<file path="src/core/pcs_link_pkg.sv">
package pcs_link_pkg;
  // ==========================================================
  // clock and timing
  localparam int CLK_MHZ        = 20;
  localparam int LINK_TIMER_NS  = 1600000;
  localparam int LINK_TIMER_CYC = LINK_TIMER_NS * CLK_MHZ / 1000;
  localparam int TIMER_W        = 16;
  localparam int MDC_MAX_KHZ    = 2500;
  localparam int SYNC_GOOD      = 4;
  // ==========================================================
  // apb register map
  localparam logic [11:0] CTRL_OFF     = 12'h000;
  localparam logic [11:0] STAT_OFF     = 12'h004;
  localparam logic [11:0] IRQ_STAT_OFF = 12'h008;
  localparam logic [11:0] IRQ_MASK_OFF = 12'h00C;
  localparam int CTRL_AN_EN   = 0;
  localparam int CTRL_ISOLATE = 1;
  localparam int CTRL_UNIDIR  = 2;
  localparam int CTRL_RESTART = 3;
  localparam int STAT_SV_LSB  = 16;
  localparam int IRQ_AN_DONE  = 0;
  localparam int IRQ_LINK_UP  = 1;
  localparam int IRQ_LINK_DN  = 2;
  localparam int IRQ_W        = 3;
  // ==========================================================
  // management frame
  localparam logic [4:0] MREG_CTRL = 5'h00;
  localparam logic [4:0] MREG_STAT = 5'h01;
  localparam int MC_AN_EN   = 12;
  localparam int MC_ISOLATE = 10;
  localparam int MC_RESTART = 9;
  localparam int MC_UNIDIR  = 5;
  localparam int MS_LINK    = 2;
  localparam int MS_AN_ABLE = 3;
  localparam int MS_AN_DONE = 5;
  localparam logic [5:0] MDIO_PRE_LEN  = 6'h20;
  localparam logic [5:0] MDIO_HDR_LAST = 6'h0C;
  localparam logic [5:0] MDIO_DAT_LAST = 6'h0F;
  localparam logic [1:0] OP_READ  = 2'h2;
  localparam logic [1:0] OP_WRITE = 2'h1;
  // ==========================================================
  // state encodings
  typedef enum logic {SYNC_LOSS, SYNC_OK} sync_e;
  typedef enum logic [1:0] {AN_OFF, AN_ABILITY, AN_ACK, AN_DONE} an_e;
  typedef enum logic [2:0] {M_PRE, M_HDR, M_TA, M_RD, M_WR} mdio_e;
endpackage

</file>
<file path="src/core/pcs_link_status.sv">
// Local design decisions: the register offsets and the APB register port.
`timescale 1ns/1ps
// Functional notes
// management clock must not exceed 2.5 MHz
// answer management frames only at own address
// vector bit0 sync, bit1 valid link
// block transmit until link, unidirectional overrides
// isolate after reset; no GMII transfer
// status register bit 5 shows negotiation done
// status register bit 2 equals vector bit1
// interrupt output signals negotiation completion
// bit error during handshake restarts negotiation
// negotiation completes only if both enabled
// medium absent holds receiver in loss-of-sync
// medium input tied high without optical module
// receive bit errors reach MAC as errors
// transceiver resets held until PLL locks
module pcs_link_status #(
  parameter int LINK_TIMER_CYC = pcs_link_pkg::LINK_TIMER_CYC
) (
  // apb
  input  wire logic        pclk,
  input  wire logic        presetn,
  input  wire logic        psel,
  input  wire logic        penable,
  input  wire logic        pwrite,
  input  wire logic [11:0] paddr,
  input  wire logic [31:0] pwdata,
  output logic      [31:0] prdata,
  output logic             pready,
  output logic             pslverr,
  output logic             irq,
  // management pins
  input  wire logic        mdc,
  input  wire logic        mdio_in,
  output logic             mdio_out,
  output logic             mdio_oe,
  input  wire logic [4:0]  phy_addr,
  // medium and transceiver
  input  wire logic        signal_detect,
  input  wire logic        pll_locked,
  output logic             gt_tx_reset,
  output logic             gt_rx_reset,
  // code group decoder
  input  wire logic        code_valid,
  input  wire logic        code_error,
  input  wire logic        partner_ability,
  input  wire logic        partner_ack,
  // client transmit
  input  wire logic [7:0]  gmii_txd,
  input  wire logic        gmii_tx_en,
  input  wire logic        gmii_tx_er,
  output logic      [7:0]  pcs_txd,
  output logic             pcs_tx_en,
  output logic             pcs_tx_er,
  // client receive
  input  wire logic [7:0]  pcs_rxd,
  input  wire logic        pcs_rx_dv,
  input  wire logic        pcs_rx_er,
  output logic      [7:0]  gmii_rxd,
  output logic             gmii_rx_dv,
  output logic             gmii_rx_er,
  // status
  output logic      [1:0]  status_vector
);

  localparam logic [pcs_link_pkg::TIMER_W-1:0] TIMER_MAX =
    pcs_link_pkg::TIMER_W'(LINK_TIMER_CYC - 1);
  localparam logic [2:0] SYNC_LAST = 3'(pcs_link_pkg::SYNC_GOOD - 1);

  typedef struct packed {
    logic                             sd1, sd2, pl1, pl2;
    logic                             mdc1, mdc2, mdc3, mdi1, mdi2;
    logic [4:0]                       pa1, pa2;
    pcs_link_pkg::sync_e              sync_st;
    logic [2:0]                       good_cnt;
    pcs_link_pkg::an_e                an_st;
    logic [pcs_link_pkg::TIMER_W-1:0] timer;
    logic                             an_en, isolate, unidir, restart;
    logic                             link_prev;
    logic [pcs_link_pkg::IRQ_W-1:0]   irq_stat, irq_mask;
    logic                             irq;
    logic                             pready, pslverr;
    logic [31:0]                      prdata;
    pcs_link_pkg::mdio_e              m_st;
    logic [5:0]                       m_cnt;
    logic [12:0]                      m_hdr;
    logic [15:0]                      m_sh;
    logic                             m_out, m_oe;
    logic [7:0]                       txd, rxd;
    logic                             tx_en, tx_er, rx_dv, rx_er;
    logic [1:0]                       sv;
    logic                             gt_rst;
  } state_s;

  state_s r;
  state_s n;

  // ==========================================================
  // helpers
  function automatic logic link_of(input pcs_link_pkg::sync_e s, input pcs_link_pkg::an_e a,
                                   input logic an_en);
    link_of = (s == pcs_link_pkg::SYNC_OK) && (!an_en || a == pcs_link_pkg::AN_DONE);
  endfunction

  function automatic logic [15:0] mgmt_stat(input logic link, input logic an_done);
    mgmt_stat = '0;
    mgmt_stat[pcs_link_pkg::MS_LINK]    = link;
    mgmt_stat[pcs_link_pkg::MS_AN_ABLE] = 1'b1;
    mgmt_stat[pcs_link_pkg::MS_AN_DONE] = an_done;
  endfunction

  function automatic logic hit(input logic [11:0] a, input logic [11:0] off);
    hit = (a == off);
  endfunction

  // ==========================================================
  // next state
  logic                           link_now, link_new, an_done, rise, wr_fire, rd_op;
  logic [12:0]                    hdr;
  logic [pcs_link_pkg::IRQ_W-1:0] ev, w1c;

  always_comb begin
    n        = r;
    w1c      = '0;
    ev       = '0;
    hdr      = r.m_hdr;
    link_now = link_of(r.sync_st, r.an_st, r.an_en);
    an_done  = (r.an_st == pcs_link_pkg::AN_DONE);
    rise     = r.mdc2 && !r.mdc3;
    rd_op    = (r.m_hdr[11:10] == pcs_link_pkg::OP_READ);
    wr_fire  = psel && penable && r.pready && pwrite;

    // pin synchronisers; the first stage feeds only the second
    n.sd1  = signal_detect;
    n.sd2  = r.sd1;
    n.pl1  = pll_locked;
    n.pl2  = r.pl1;
    n.mdc1 = mdc;
    n.mdc2 = r.mdc1;
    n.mdc3 = r.mdc2;
    n.mdi1 = mdio_in;
    n.mdi2 = r.mdi1;
    n.pa1  = phy_addr;
    n.pa2  = r.pa1;
    n.restart = 1'b0;
    n.gt_rst  = !r.pl2;

    // apb: one wait state, answer registered
    n.pready  = psel && penable && !r.pready;
    n.pslverr = 1'b0;
    if (psel && penable && !r.pready) begin
      n.prdata  = '0;
      n.pslverr = 1'b1;
      if (hit(paddr, pcs_link_pkg::CTRL_OFF)) begin
        n.pslverr = 1'b0;
        n.prdata[pcs_link_pkg::CTRL_AN_EN]   = r.an_en;
        n.prdata[pcs_link_pkg::CTRL_ISOLATE] = r.isolate;
        n.prdata[pcs_link_pkg::CTRL_UNIDIR]  = r.unidir;
      end
      if (hit(paddr, pcs_link_pkg::STAT_OFF)) begin
        n.pslverr = 1'b0;
        n.prdata  = {14'h0000, r.sv, mgmt_stat(link_now, an_done)};
      end
      if (hit(paddr, pcs_link_pkg::IRQ_STAT_OFF)) begin
        n.pslverr = 1'b0;
        n.prdata[pcs_link_pkg::IRQ_W-1:0] = r.irq_stat;
      end
      if (hit(paddr, pcs_link_pkg::IRQ_MASK_OFF)) begin
        n.pslverr = 1'b0;
        n.prdata[pcs_link_pkg::IRQ_W-1:0] = r.irq_mask;
      end
    end
    if (wr_fire && hit(paddr, pcs_link_pkg::CTRL_OFF)) begin
      n.an_en   = pwdata[pcs_link_pkg::CTRL_AN_EN];
      n.isolate = pwdata[pcs_link_pkg::CTRL_ISOLATE];
      n.unidir  = pwdata[pcs_link_pkg::CTRL_UNIDIR];
      n.restart = pwdata[pcs_link_pkg::CTRL_RESTART];
    end
    if (wr_fire && hit(paddr, pcs_link_pkg::IRQ_STAT_OFF)) begin
      w1c = pwdata[pcs_link_pkg::IRQ_W-1:0];
    end
    if (wr_fire && hit(paddr, pcs_link_pkg::IRQ_MASK_OFF)) begin
      n.irq_mask = pwdata[pcs_link_pkg::IRQ_W-1:0];
    end

    // management frames, sampled on the synchronised clock edge;
    // the slow clock leaves eight system cycles per bit
    if (rise) begin
      case (r.m_st)
        pcs_link_pkg::M_PRE: begin
          if (r.mdi2) begin
            if (r.m_cnt != pcs_link_pkg::MDIO_PRE_LEN) begin
              n.m_cnt = r.m_cnt + 6'h01;
            end
          end else begin
            n.m_cnt = '0;
            if (r.m_cnt == pcs_link_pkg::MDIO_PRE_LEN) begin
              n.m_st = pcs_link_pkg::M_HDR;
            end
          end
        end
        pcs_link_pkg::M_HDR: begin
          hdr     = {r.m_hdr[11:0], r.mdi2};
          n.m_hdr = hdr;
          n.m_cnt = r.m_cnt + 6'h01;
          if (r.m_cnt == pcs_link_pkg::MDIO_HDR_LAST) begin
            n.m_cnt = '0;
            n.m_st  = pcs_link_pkg::M_PRE;
            // other addresses: stay silent for the whole frame
            if (hdr[12] && hdr[9:5] == r.pa2 && (hdr[11:10] == pcs_link_pkg::OP_READ ||
                hdr[11:10] == pcs_link_pkg::OP_WRITE)) begin
              n.m_st = pcs_link_pkg::M_TA;
              n.m_sh = '0;
              if (hdr[4:0] == pcs_link_pkg::MREG_STAT) begin
                n.m_sh = mgmt_stat(link_now, an_done);
              end
              if (hdr[4:0] == pcs_link_pkg::MREG_CTRL) begin
                n.m_sh[pcs_link_pkg::MC_AN_EN]   = r.an_en;
                n.m_sh[pcs_link_pkg::MC_ISOLATE] = r.isolate;
                n.m_sh[pcs_link_pkg::MC_UNIDIR]  = r.unidir;
              end
            end
          end
        end
        pcs_link_pkg::M_TA: begin
          n.m_cnt = r.m_cnt + 6'h01;
          if (rd_op) begin
            n.m_oe  = 1'b1;
            n.m_out = 1'b0;
          end
          if (r.m_cnt != 6'h00) begin
            n.m_cnt = '0;
            n.m_st  = rd_op ? pcs_link_pkg::M_RD : pcs_link_pkg::M_WR;
            if (rd_op) begin
              n.m_out = r.m_sh[15];
              n.m_sh  = {r.m_sh[14:0], 1'b0};
            end
          end
        end
        pcs_link_pkg::M_RD: begin
          n.m_cnt = r.m_cnt + 6'h01;
          n.m_out = r.m_sh[15];
          n.m_sh  = {r.m_sh[14:0], 1'b0};
          if (r.m_cnt == pcs_link_pkg::MDIO_DAT_LAST) begin
            n.m_oe  = 1'b0;
            n.m_out = 1'b0;
            n.m_cnt = '0;
            n.m_st  = pcs_link_pkg::M_PRE;
          end
        end
        pcs_link_pkg::M_WR: begin
          n.m_sh  = {r.m_sh[14:0], r.mdi2};
          n.m_cnt = r.m_cnt + 6'h01;
          if (r.m_cnt == pcs_link_pkg::MDIO_DAT_LAST) begin
            n.m_cnt = '0;
            n.m_st  = pcs_link_pkg::M_PRE;
            if (r.m_hdr[4:0] == pcs_link_pkg::MREG_CTRL) begin
              n.an_en   = n.m_sh[pcs_link_pkg::MC_AN_EN];
              n.isolate = n.m_sh[pcs_link_pkg::MC_ISOLATE];
              n.unidir  = n.m_sh[pcs_link_pkg::MC_UNIDIR];
              n.restart = n.m_sh[pcs_link_pkg::MC_RESTART];
            end
          end
        end
        default: begin
          n.m_st = pcs_link_pkg::M_PRE;
          n.m_oe = 1'b0;
        end
      endcase
    end

    // receiver synchronisation
    case (r.sync_st)
      pcs_link_pkg::SYNC_LOSS: begin
        if (code_error) begin
          n.good_cnt = '0;
        end else if (code_valid) begin
          n.good_cnt = r.good_cnt + 3'h1;
          if (r.good_cnt == SYNC_LAST) begin
            n.sync_st = pcs_link_pkg::SYNC_OK;
          end
        end
      end
      pcs_link_pkg::SYNC_OK: begin
        if (code_error) begin
          n.sync_st  = pcs_link_pkg::SYNC_LOSS;
          n.good_cnt = '0;
        end
      end
      default: n.sync_st = pcs_link_pkg::SYNC_LOSS;
    endcase
    if (!r.sd2) begin
      n.sync_st  = pcs_link_pkg::SYNC_LOSS;
      n.good_cnt = '0;
    end

    // auto-negotiation; each handshake step lasts a full link timer
    n.timer = (r.timer == TIMER_MAX) ? r.timer : r.timer + 1'b1;
    case (r.an_st)
      pcs_link_pkg::AN_OFF: begin
        n.an_st = pcs_link_pkg::AN_ABILITY;
        n.timer = '0;
      end
      pcs_link_pkg::AN_ABILITY: begin
        if (code_error) begin
          n.timer = '0;
        end else if (partner_ability && r.timer == TIMER_MAX) begin
          n.an_st = pcs_link_pkg::AN_ACK;
          n.timer = '0;
        end
      end
      pcs_link_pkg::AN_ACK: begin
        if (code_error) begin
          n.an_st = pcs_link_pkg::AN_ABILITY;
          n.timer = '0;
        end else if (partner_ack && r.timer == TIMER_MAX) begin
          n.an_st = pcs_link_pkg::AN_DONE;
        end
      end
      pcs_link_pkg::AN_DONE: n.an_st = pcs_link_pkg::AN_DONE;
      default:               n.an_st = pcs_link_pkg::AN_OFF;
    endcase
    if (r.restart || r.sync_st != pcs_link_pkg::SYNC_OK) begin
      n.an_st = pcs_link_pkg::AN_ABILITY;
      n.timer = '0;
    end
    if (!r.an_en) begin
      n.an_st = pcs_link_pkg::AN_OFF;
    end

    // status vector and events
    link_new  = link_of(n.sync_st, n.an_st, n.an_en);
    n.sv      = {link_new, n.sync_st == pcs_link_pkg::SYNC_OK};
    n.link_prev = link_new;
    ev[pcs_link_pkg::IRQ_AN_DONE] = !an_done && n.an_st == pcs_link_pkg::AN_DONE;
    ev[pcs_link_pkg::IRQ_LINK_UP] = link_new && !r.link_prev;
    ev[pcs_link_pkg::IRQ_LINK_DN] = !link_new && r.link_prev;
    // a new event beats a clear in the same cycle
    n.irq_stat = (r.irq_stat & ~w1c) | ev;
    n.irq      = |(n.irq_stat & n.irq_mask);

    // client datapath; the override skips only the link check
    if (!r.isolate && (link_now || r.unidir)) begin
      n.txd   = gmii_txd;
      n.tx_en = gmii_tx_en;
      n.tx_er = gmii_tx_er;
    end else begin
      n.txd   = '0;
      n.tx_en = 1'b0;
      n.tx_er = 1'b0;
    end
    if (!r.isolate) begin
      n.rxd   = pcs_rxd;
      n.rx_dv = pcs_rx_dv;
      n.rx_er = pcs_rx_er || (pcs_rx_dv && code_error);
    end else begin
      n.rxd   = '0;
      n.rx_dv = 1'b0;
      n.rx_er = 1'b0;
    end
  end

  // ==========================================================
  // state register
  always_ff @(posedge pclk or negedge presetn) begin
    if (!presetn) begin
      r         <= '0;
      r.an_en   <= 1'b1;
      r.isolate <= 1'b1;
      r.gt_rst  <= 1'b1;
    end else begin
      r <= n;
    end
  end

  // ==========================================================
  // outputs
  assign prdata        = r.prdata;
  assign pready        = r.pready;
  assign pslverr       = r.pslverr;
  assign irq           = r.irq;
  assign mdio_out      = r.m_out;
  assign mdio_oe       = r.m_oe;
  assign gt_tx_reset   = r.gt_rst;
  assign gt_rx_reset   = r.gt_rst;
  assign pcs_txd       = r.txd;
  assign pcs_tx_en     = r.tx_en;
  assign pcs_tx_er     = r.tx_er;
  assign gmii_rxd      = r.rxd;
  assign gmii_rx_dv    = r.rx_dv;
  assign gmii_rx_er    = r.rx_er;
  assign status_vector = r.sv;

endmodule

</file>
<file path="config.mk">
export PLATFORM = sky130hd
export DESIGN_NAME = pcs_link_status
export DESIGN_NICKNAME = d
export VERILOG_FILES = /design/src/core/pcs_link_pkg.sv /design/src/core/pcs_link_status.sv
export SDC_FILE = /design/constraint.sdc
export NUM_CORES = 1
export LEC_CHECK = 0
export ABC_AREA = 1
export BUFFER_PORTS_ARGS = -buffer_cell sky130_fd_sc_hd__buf_4
export CORE_ASPECT_RATIO = 1.4
export CORE_MARGIN = 2
export CORE_UTILIZATION = 55
export CTS_BUF_LIST = sky130_fd_sc_hd__clkbuf_16
export CTS_CLUSTER_DIAMETER = 40
export DETAILED_ROUTE_END_ITERATION = 16
export PLACE_DENSITY = 0.93
export SLEW_MARGIN = 20
export SYNTH_ARGS = -nofsm -noshare
export SYNTH_HDL_FRONTEND = slang
export SYNTH_SLANG_ARGS = --single-unit
</file>
<file path="constraint.sdc">
create_clock -name pclk -period 4.62 [get_ports pclk]
set_input_delay 1.386 -clock pclk [delete_from_list [all_inputs] [get_ports pclk]]
set_output_delay 1.386 -clock pclk [all_outputs]
set_load 0.01 [all_outputs]
</file>
Word level (Yosys, flattened, before mapping)
Index checks and enable logic that the tools add are counted.
{"block": "op_classes", "reduce_logical": 53, "div": 0, "n_eq_ne": 33, "muxes": 61, "n_addsub": 3, "n_lt_le_gt_ge": 0, "bitwise_logic": 6, "shift": 0, "multipliers": 0}
{"cell": "16-bit two-way mux", "count": 5}
{"cell": "33-bit two-way mux", "count": 2}
{"cell": "16-bit one-hot mux with 4 select lines", "count": 1}
{"cell": "16-bit one-hot mux with 3 select lines", "count": 1}
{"cell": "18-bit two-way mux", "count": 2}
{"cell": "17-bit two-way mux", "count": 2}
{"cell": "4-bit two-way mux", "count": 8}
{"cell": "3-bit two-way mux", "count": 9}
{"cell": "9-bit two-way mux", "count": 3}
{"cell": "12-bit by 4-bit equality test with 1-bit output (second input constant)", "count": 2}
{"cell": "6-bit one-hot mux with 4 select lines", "count": 1}
{"cell": "1-bit logical AND", "count": 19}
{"cell": "2-bit two-way mux", "count": 9}
{"cell": "6-bit two-way mux", "count": 3}
{"cell": "16-bit by 1-bit adder with 16-bit output (second input constant)", "count": 1}
{"cell": "16-bit by 15-bit equality test with 1-bit output (second input constant)", "count": 1}
{"cell": "8-bit two-way mux", "count": 2}
{"cell": "2-bit inequality test (second input constant)", "count": 7}
{"cell": "12-bit by 3-bit equality test with 1-bit output (second input constant)", "count": 1}
{"cell": "6-bit by 4-bit equality test with 1-bit output (second input constant)", "count": 2}
{"cell": "12-bit zero test", "count": 1}
{"cell": "3-bit one-hot mux with 4 select lines", "count": 1}
{"cell": "6-bit AND reduction", "count": 2}
{"cell": "2-bit equality test (second input constant)", "count": 5}
{"cell": "35 further kinds", "count": 66}
{"block": "totals", "in_bits": 82, "n_memories": 0, "latch_bits": 0, "romBits": 0, "regBits": 149, "ram_bits": 0, "out_inout_bits": 61}

Depth between registers and ports, before layout
{"block": "logic_depth", "ltp_word": 17, "mapped_depth": 16}

Worst setup path before layout
No wires, ideal clock.
{"block": "synth_path", "path_kind": "input -> register", "startpoint": "input paddr[1]", "endpoint": "register r, in the netlist irq", "stages": 12, "setup_time_ps": 124, "n_path_buf": 0, "slack_ps": 1991, "arrival_ps": 2505, "required_time_ps": 4496, "cell_sequence": "nor2_1 > inv_1 > nor3_1 > nand3_1 > nand2_1 > nand3_1 > nand2_1 > nand2_1 > nand3_1 > nand2_1 > nand2_1 > nand3_1"}
{"element": "start, declared", "line": "pcs_link_status.sv:27", "source": "input wire logic [11:0] paddr,"}
{"element": "end signal, assigned", "line": "pcs_link_status.sv:373", "source": "r <= n;"}
{"element": "end, declared", "line": "pcs_link_status.sv:96", "source": "state_s r;"}

==> summary.md <==
| Metric | Value |
|---|---|
| Result of the run | `finished clean` |
| Cell at the slowest stage of the critical path | `nor3_1` |
| # placed instances | `888` |
| P_int | `2.13 mW` |
| Setup clock skew after layout | `0.00617 ns` |
| Switching share of total power | `20.4%` |
| Via count of the first global-routing pass | `4750` |
| Largest net degree at the start of global routing | `74` |
| Worst slack at placement | `1.57 ns` |
| Part of the power in combinational logic | `4.6%` |
| Worst-case clock buffer depth | `2` |
| Final Hold Fails | `0` |
| Overall track demand over capacity in global routing | `23.2%` |
| Clock buffer count from CTS | `17` |
| Kind of end point of the critical path | `flip-flop` |
| Yosys synthesis warning count | `0` |
| Worst VDD drop | `0.000269 V` |
| Share of async-settable or async-resettable flops after synthesis | `100%` |
| Clock sinks | `122` |
| Portion of total power attributed to the clock network | `54.6%` |
| Hold-fix buffers at CTS | `0` |
| Dominant cells by area after synthesis | `dfrtp_1 50%, nand2_1 6.9%, inv_1 6.8%, buf_4 6.7%, nor2_1 5.9%` |
| DRT iter0 DRCs | `344` |
| Cell taking the most area after synthesis | `dfrtp_1` |
| Full die area | `11600 sq um` |
| Number of instances in the synthesized netlist | `695` |
| Number of iterations in the first detailed-routing pass | `5` |
| Congestion Overflow GR | `0` |
| Routability Congestion | `0.948` |
| Clock insertion delay at the later pin of the skew report | `0.41 ns` |
| Dominant synthesized flop cell | `dfrtp_1` |
| Pwr Density | `379 nW/um^2` |
| Hold slack final | `0.344 ns` |
| Layout cells sized above 1 | `18.2%` |
| CTS root buffer | `clkbuf_16` |
| Placement Rows | `44` |
| Boundary Pins | `143` |
| CP max FO | `6` |
| Area taken by flip-flops and latches | `3060 sq um` |
| Final max-slew violation count | `0` |
| Leakage component of the power | `3.54 nW` |
| CORE AREA | `10400 sq um` |
| Net switching power of the design | `0.546 mW` |
| Number of nets with antenna violations after detailed routing | `0` |
| Top cell type's share of synthesized area | `50.4%` |
| Residual DRC count | `0` |
| DRT Wirelength | `12700 um` |
| First-pass GRT wire length | `21400 um` |
| Starting Density | `56.8%` |
| Endpoint required time on the critical path | `4.91 ns` |
| Crit path top cell by count | `nand2_1` |
| Buffer count from post-CTS setup fixing | `0` |
| Max Cap Viol | `0` |
| Relative slew margins | `40.4%` |
| Path class of the lowest-slack min-delay path | `reg2reg` |
| Area occupied by multi-input gates | `2090 sq um` |
| Register bit count reported by yosys | `122` |
| Detailed Place HPWL | `8750 um` |
| Mean post-synth cell area | `8.50 sq um` |
| Top delay family on crit path | `simple AND/OR/NAND/NOR gates` |
| Cells along the critical path | `buf_4 > nor2_1 > inv_1 > nor3_1 > nand3_1 > nand2_1 > nand3_1 > nand2_1 > nand2_1 > nand3_1 > nand2_1 > nand2_1 > nand3_1` |
| Wire length per cell | `13.8 um` |
| Cell variety after synth | `42` |
| Crit path buf inv count | `2` |
| Total of buffers placed on input and output ports | `89` |
| Core occupancy in the finished layout | `67.9%` |
| X dimension of the die | `91.6 um` |
| Final-stage net count | `856` |
| Netlist area before placement | `5910 sq um` |
| Setup slack, reg-to-reg | `2.28 ns` |
| Worst-Margin Slew | `0.894 ns` |
| Antenna cells | `0` |
| Register share of total power | `40.8%` |
| WP data arrival | `2.97 ns` |
| EDFF count, synth | `0` |
| Setup repair after global routing missed its margin | `false` |
| Worst setup slack after layout | `1.94 ns` |
| Clock period minus final worst setup slack | `2.68 ns` |
| Final setup violating endpoints | `0` |
| Non-filler instance count after layout | `920` |
| Clk slew on worst S/H paths | `0.05 ns` |
| Synthesis-to-finish area growth | `19.7%` |
| Total number of H-tree levels | `4` |
| TritonCTS clock tree | `built` |
| Number of gates given a new drive strength after cts | `0` |
| Post-DR vias/cell | `5.28` |
| Setup TNS | `0 ns` |
| Fill cells | `762` |
| Initial antenna violation count | `0` |
| Final period utilization | `58.0%` |
| Via Count | `4859` |
| Kind of critical path | `in2reg` |
| Post-synthesis sequential area ratio | `51.7%` |
| Worst stage delay on the critical path | `0.28 ns` |
| Worst setup SP type | `input port` |
| Die extent in y | `127 um` |
| Highest clock frequency the design can meet | `373 MHz` |
[final cells by class]
type | instances | share of cell area (%)
Tap cell | 138 | 2.44
Clock inverter | 15 | 3.26
Multi-Input combinational cell | 427 | 29.5
Clock buffer | 17 | 6.02
Timing Repair Buffer | 91 | 9.66
Inverter | 110 | 5.84
Sequential cell | 122 | 43.2
[registers in the layout, indices dropped and copies added (netlist names), 7 cells and up, named ones only]
register and count:
gmii_rxd 8, pcs_txd 8, n 10, r 78
prdata 7
[through the flow]
stage	total power [mW]	instance area [sq um]
floorplan	1.18	6000
global placement	1.23	6410
detailed placement	1.23	6410
CTS	2.70	7070
global route	2.77	7070
finish	2.68	7070
[placed cells by master, fill, tap and decap left out, types with 4 or more instances in the layout]
| cell type | n |
|---|---|
| dfrtp_1 | 119 |
| nand2_1 | 109 |
| inv_1 | 108 |
| nor2_1 | 93 |
| buf_4 | 91 |
| o21ai_0 | 47 |
| nand3_1 | 39 |
| conb_1 | 25 |
| a21oi_1 | 22 |
| nor3_1 | 18 |
| clkbuf_16 | 17 |
| xor2_1 | 11 |
| nand4_1 | 9 |
| bufinv_16 | 6 |
| clkinv_1 | 5 |
| ha_1 | 5 |
| o211ai_1 | 4 |
| nand3b_1 | 4 |
| a21oi_2 | 4 |
| nand2_2 | 4 |
[worst paths after layout]
kind | from | endpoint | depth (start not counted)
max | paddr[1] | irq | 13
min | n[133] | r[133] | 0
max reg2reg | r[62] | r[28] | 11
min reg2reg | n[133] | r[133] | 0
max in group asynchronous | presetn | r[110] | 2
min in group asynchronous | presetn | r[146] | 1
[synth_stat cells (4+ instances only)]
library cell,number
nor3_1,18
nand2_1,109
nor2_1,93
nand3b_1,4
nand4_1,9
o21ai_0,47
clkbuf_1,4
o211ai_1,4
ha_1,5
a21oi_2,4
buf_4,53
nand3_1,39
nand2_2,4
a21oi_1,22
xor2_1,11
inv_1,107
dfrtp_1,119
[cell families after synthesis]
group | after synthesis | share of synthesized area, %
xor gates and xnor gates | 12 | 1.78
adders and majority gates | 5 | 1.06
AOI/OAI and AO/OA | 96 | 9.51
and+or+nand+nor | 289 | 21.4
other | 1 | 0.0635
DFF | 122 | 51.7
buffers and inverters | 170 | 14.4
[power groups by stage]
stage               Combinational (mW)  Clock [mW]  Sequential, mW
global route                     0.140        1.54            1.09
finish                           0.122        1.46            1.09
global placement                 0.119           0            1.11
floorplan                       0.0666           0            1.11
CTS                              0.123        1.48            1.09
detailed placement               0.122           0            1.11
[metal layers]
metal,vias up,global-route usage (%),routed length (um)
met3,44,6.41,785
met5,-,0,0
met4,0,11.0,509
li1,2286,-,-
met2,239,40.5,6730
met1,2290,26.0,4680
[worst register-to-register path: stages (launching register included)]
cell and delay (ns):
dfrtp_1 0.47, nor2_2 0.26, nand2_2 0.11, nand2_2 0.10, inv_2 0.05, nand2_4 0.06
nor2_2 0.06, nor2_4 0.12, nand2_2 0.08, a21oi_4 0.57, o211ai_1 0.20, o21a_1 0.15
Power figures use the tool's default switching activity.
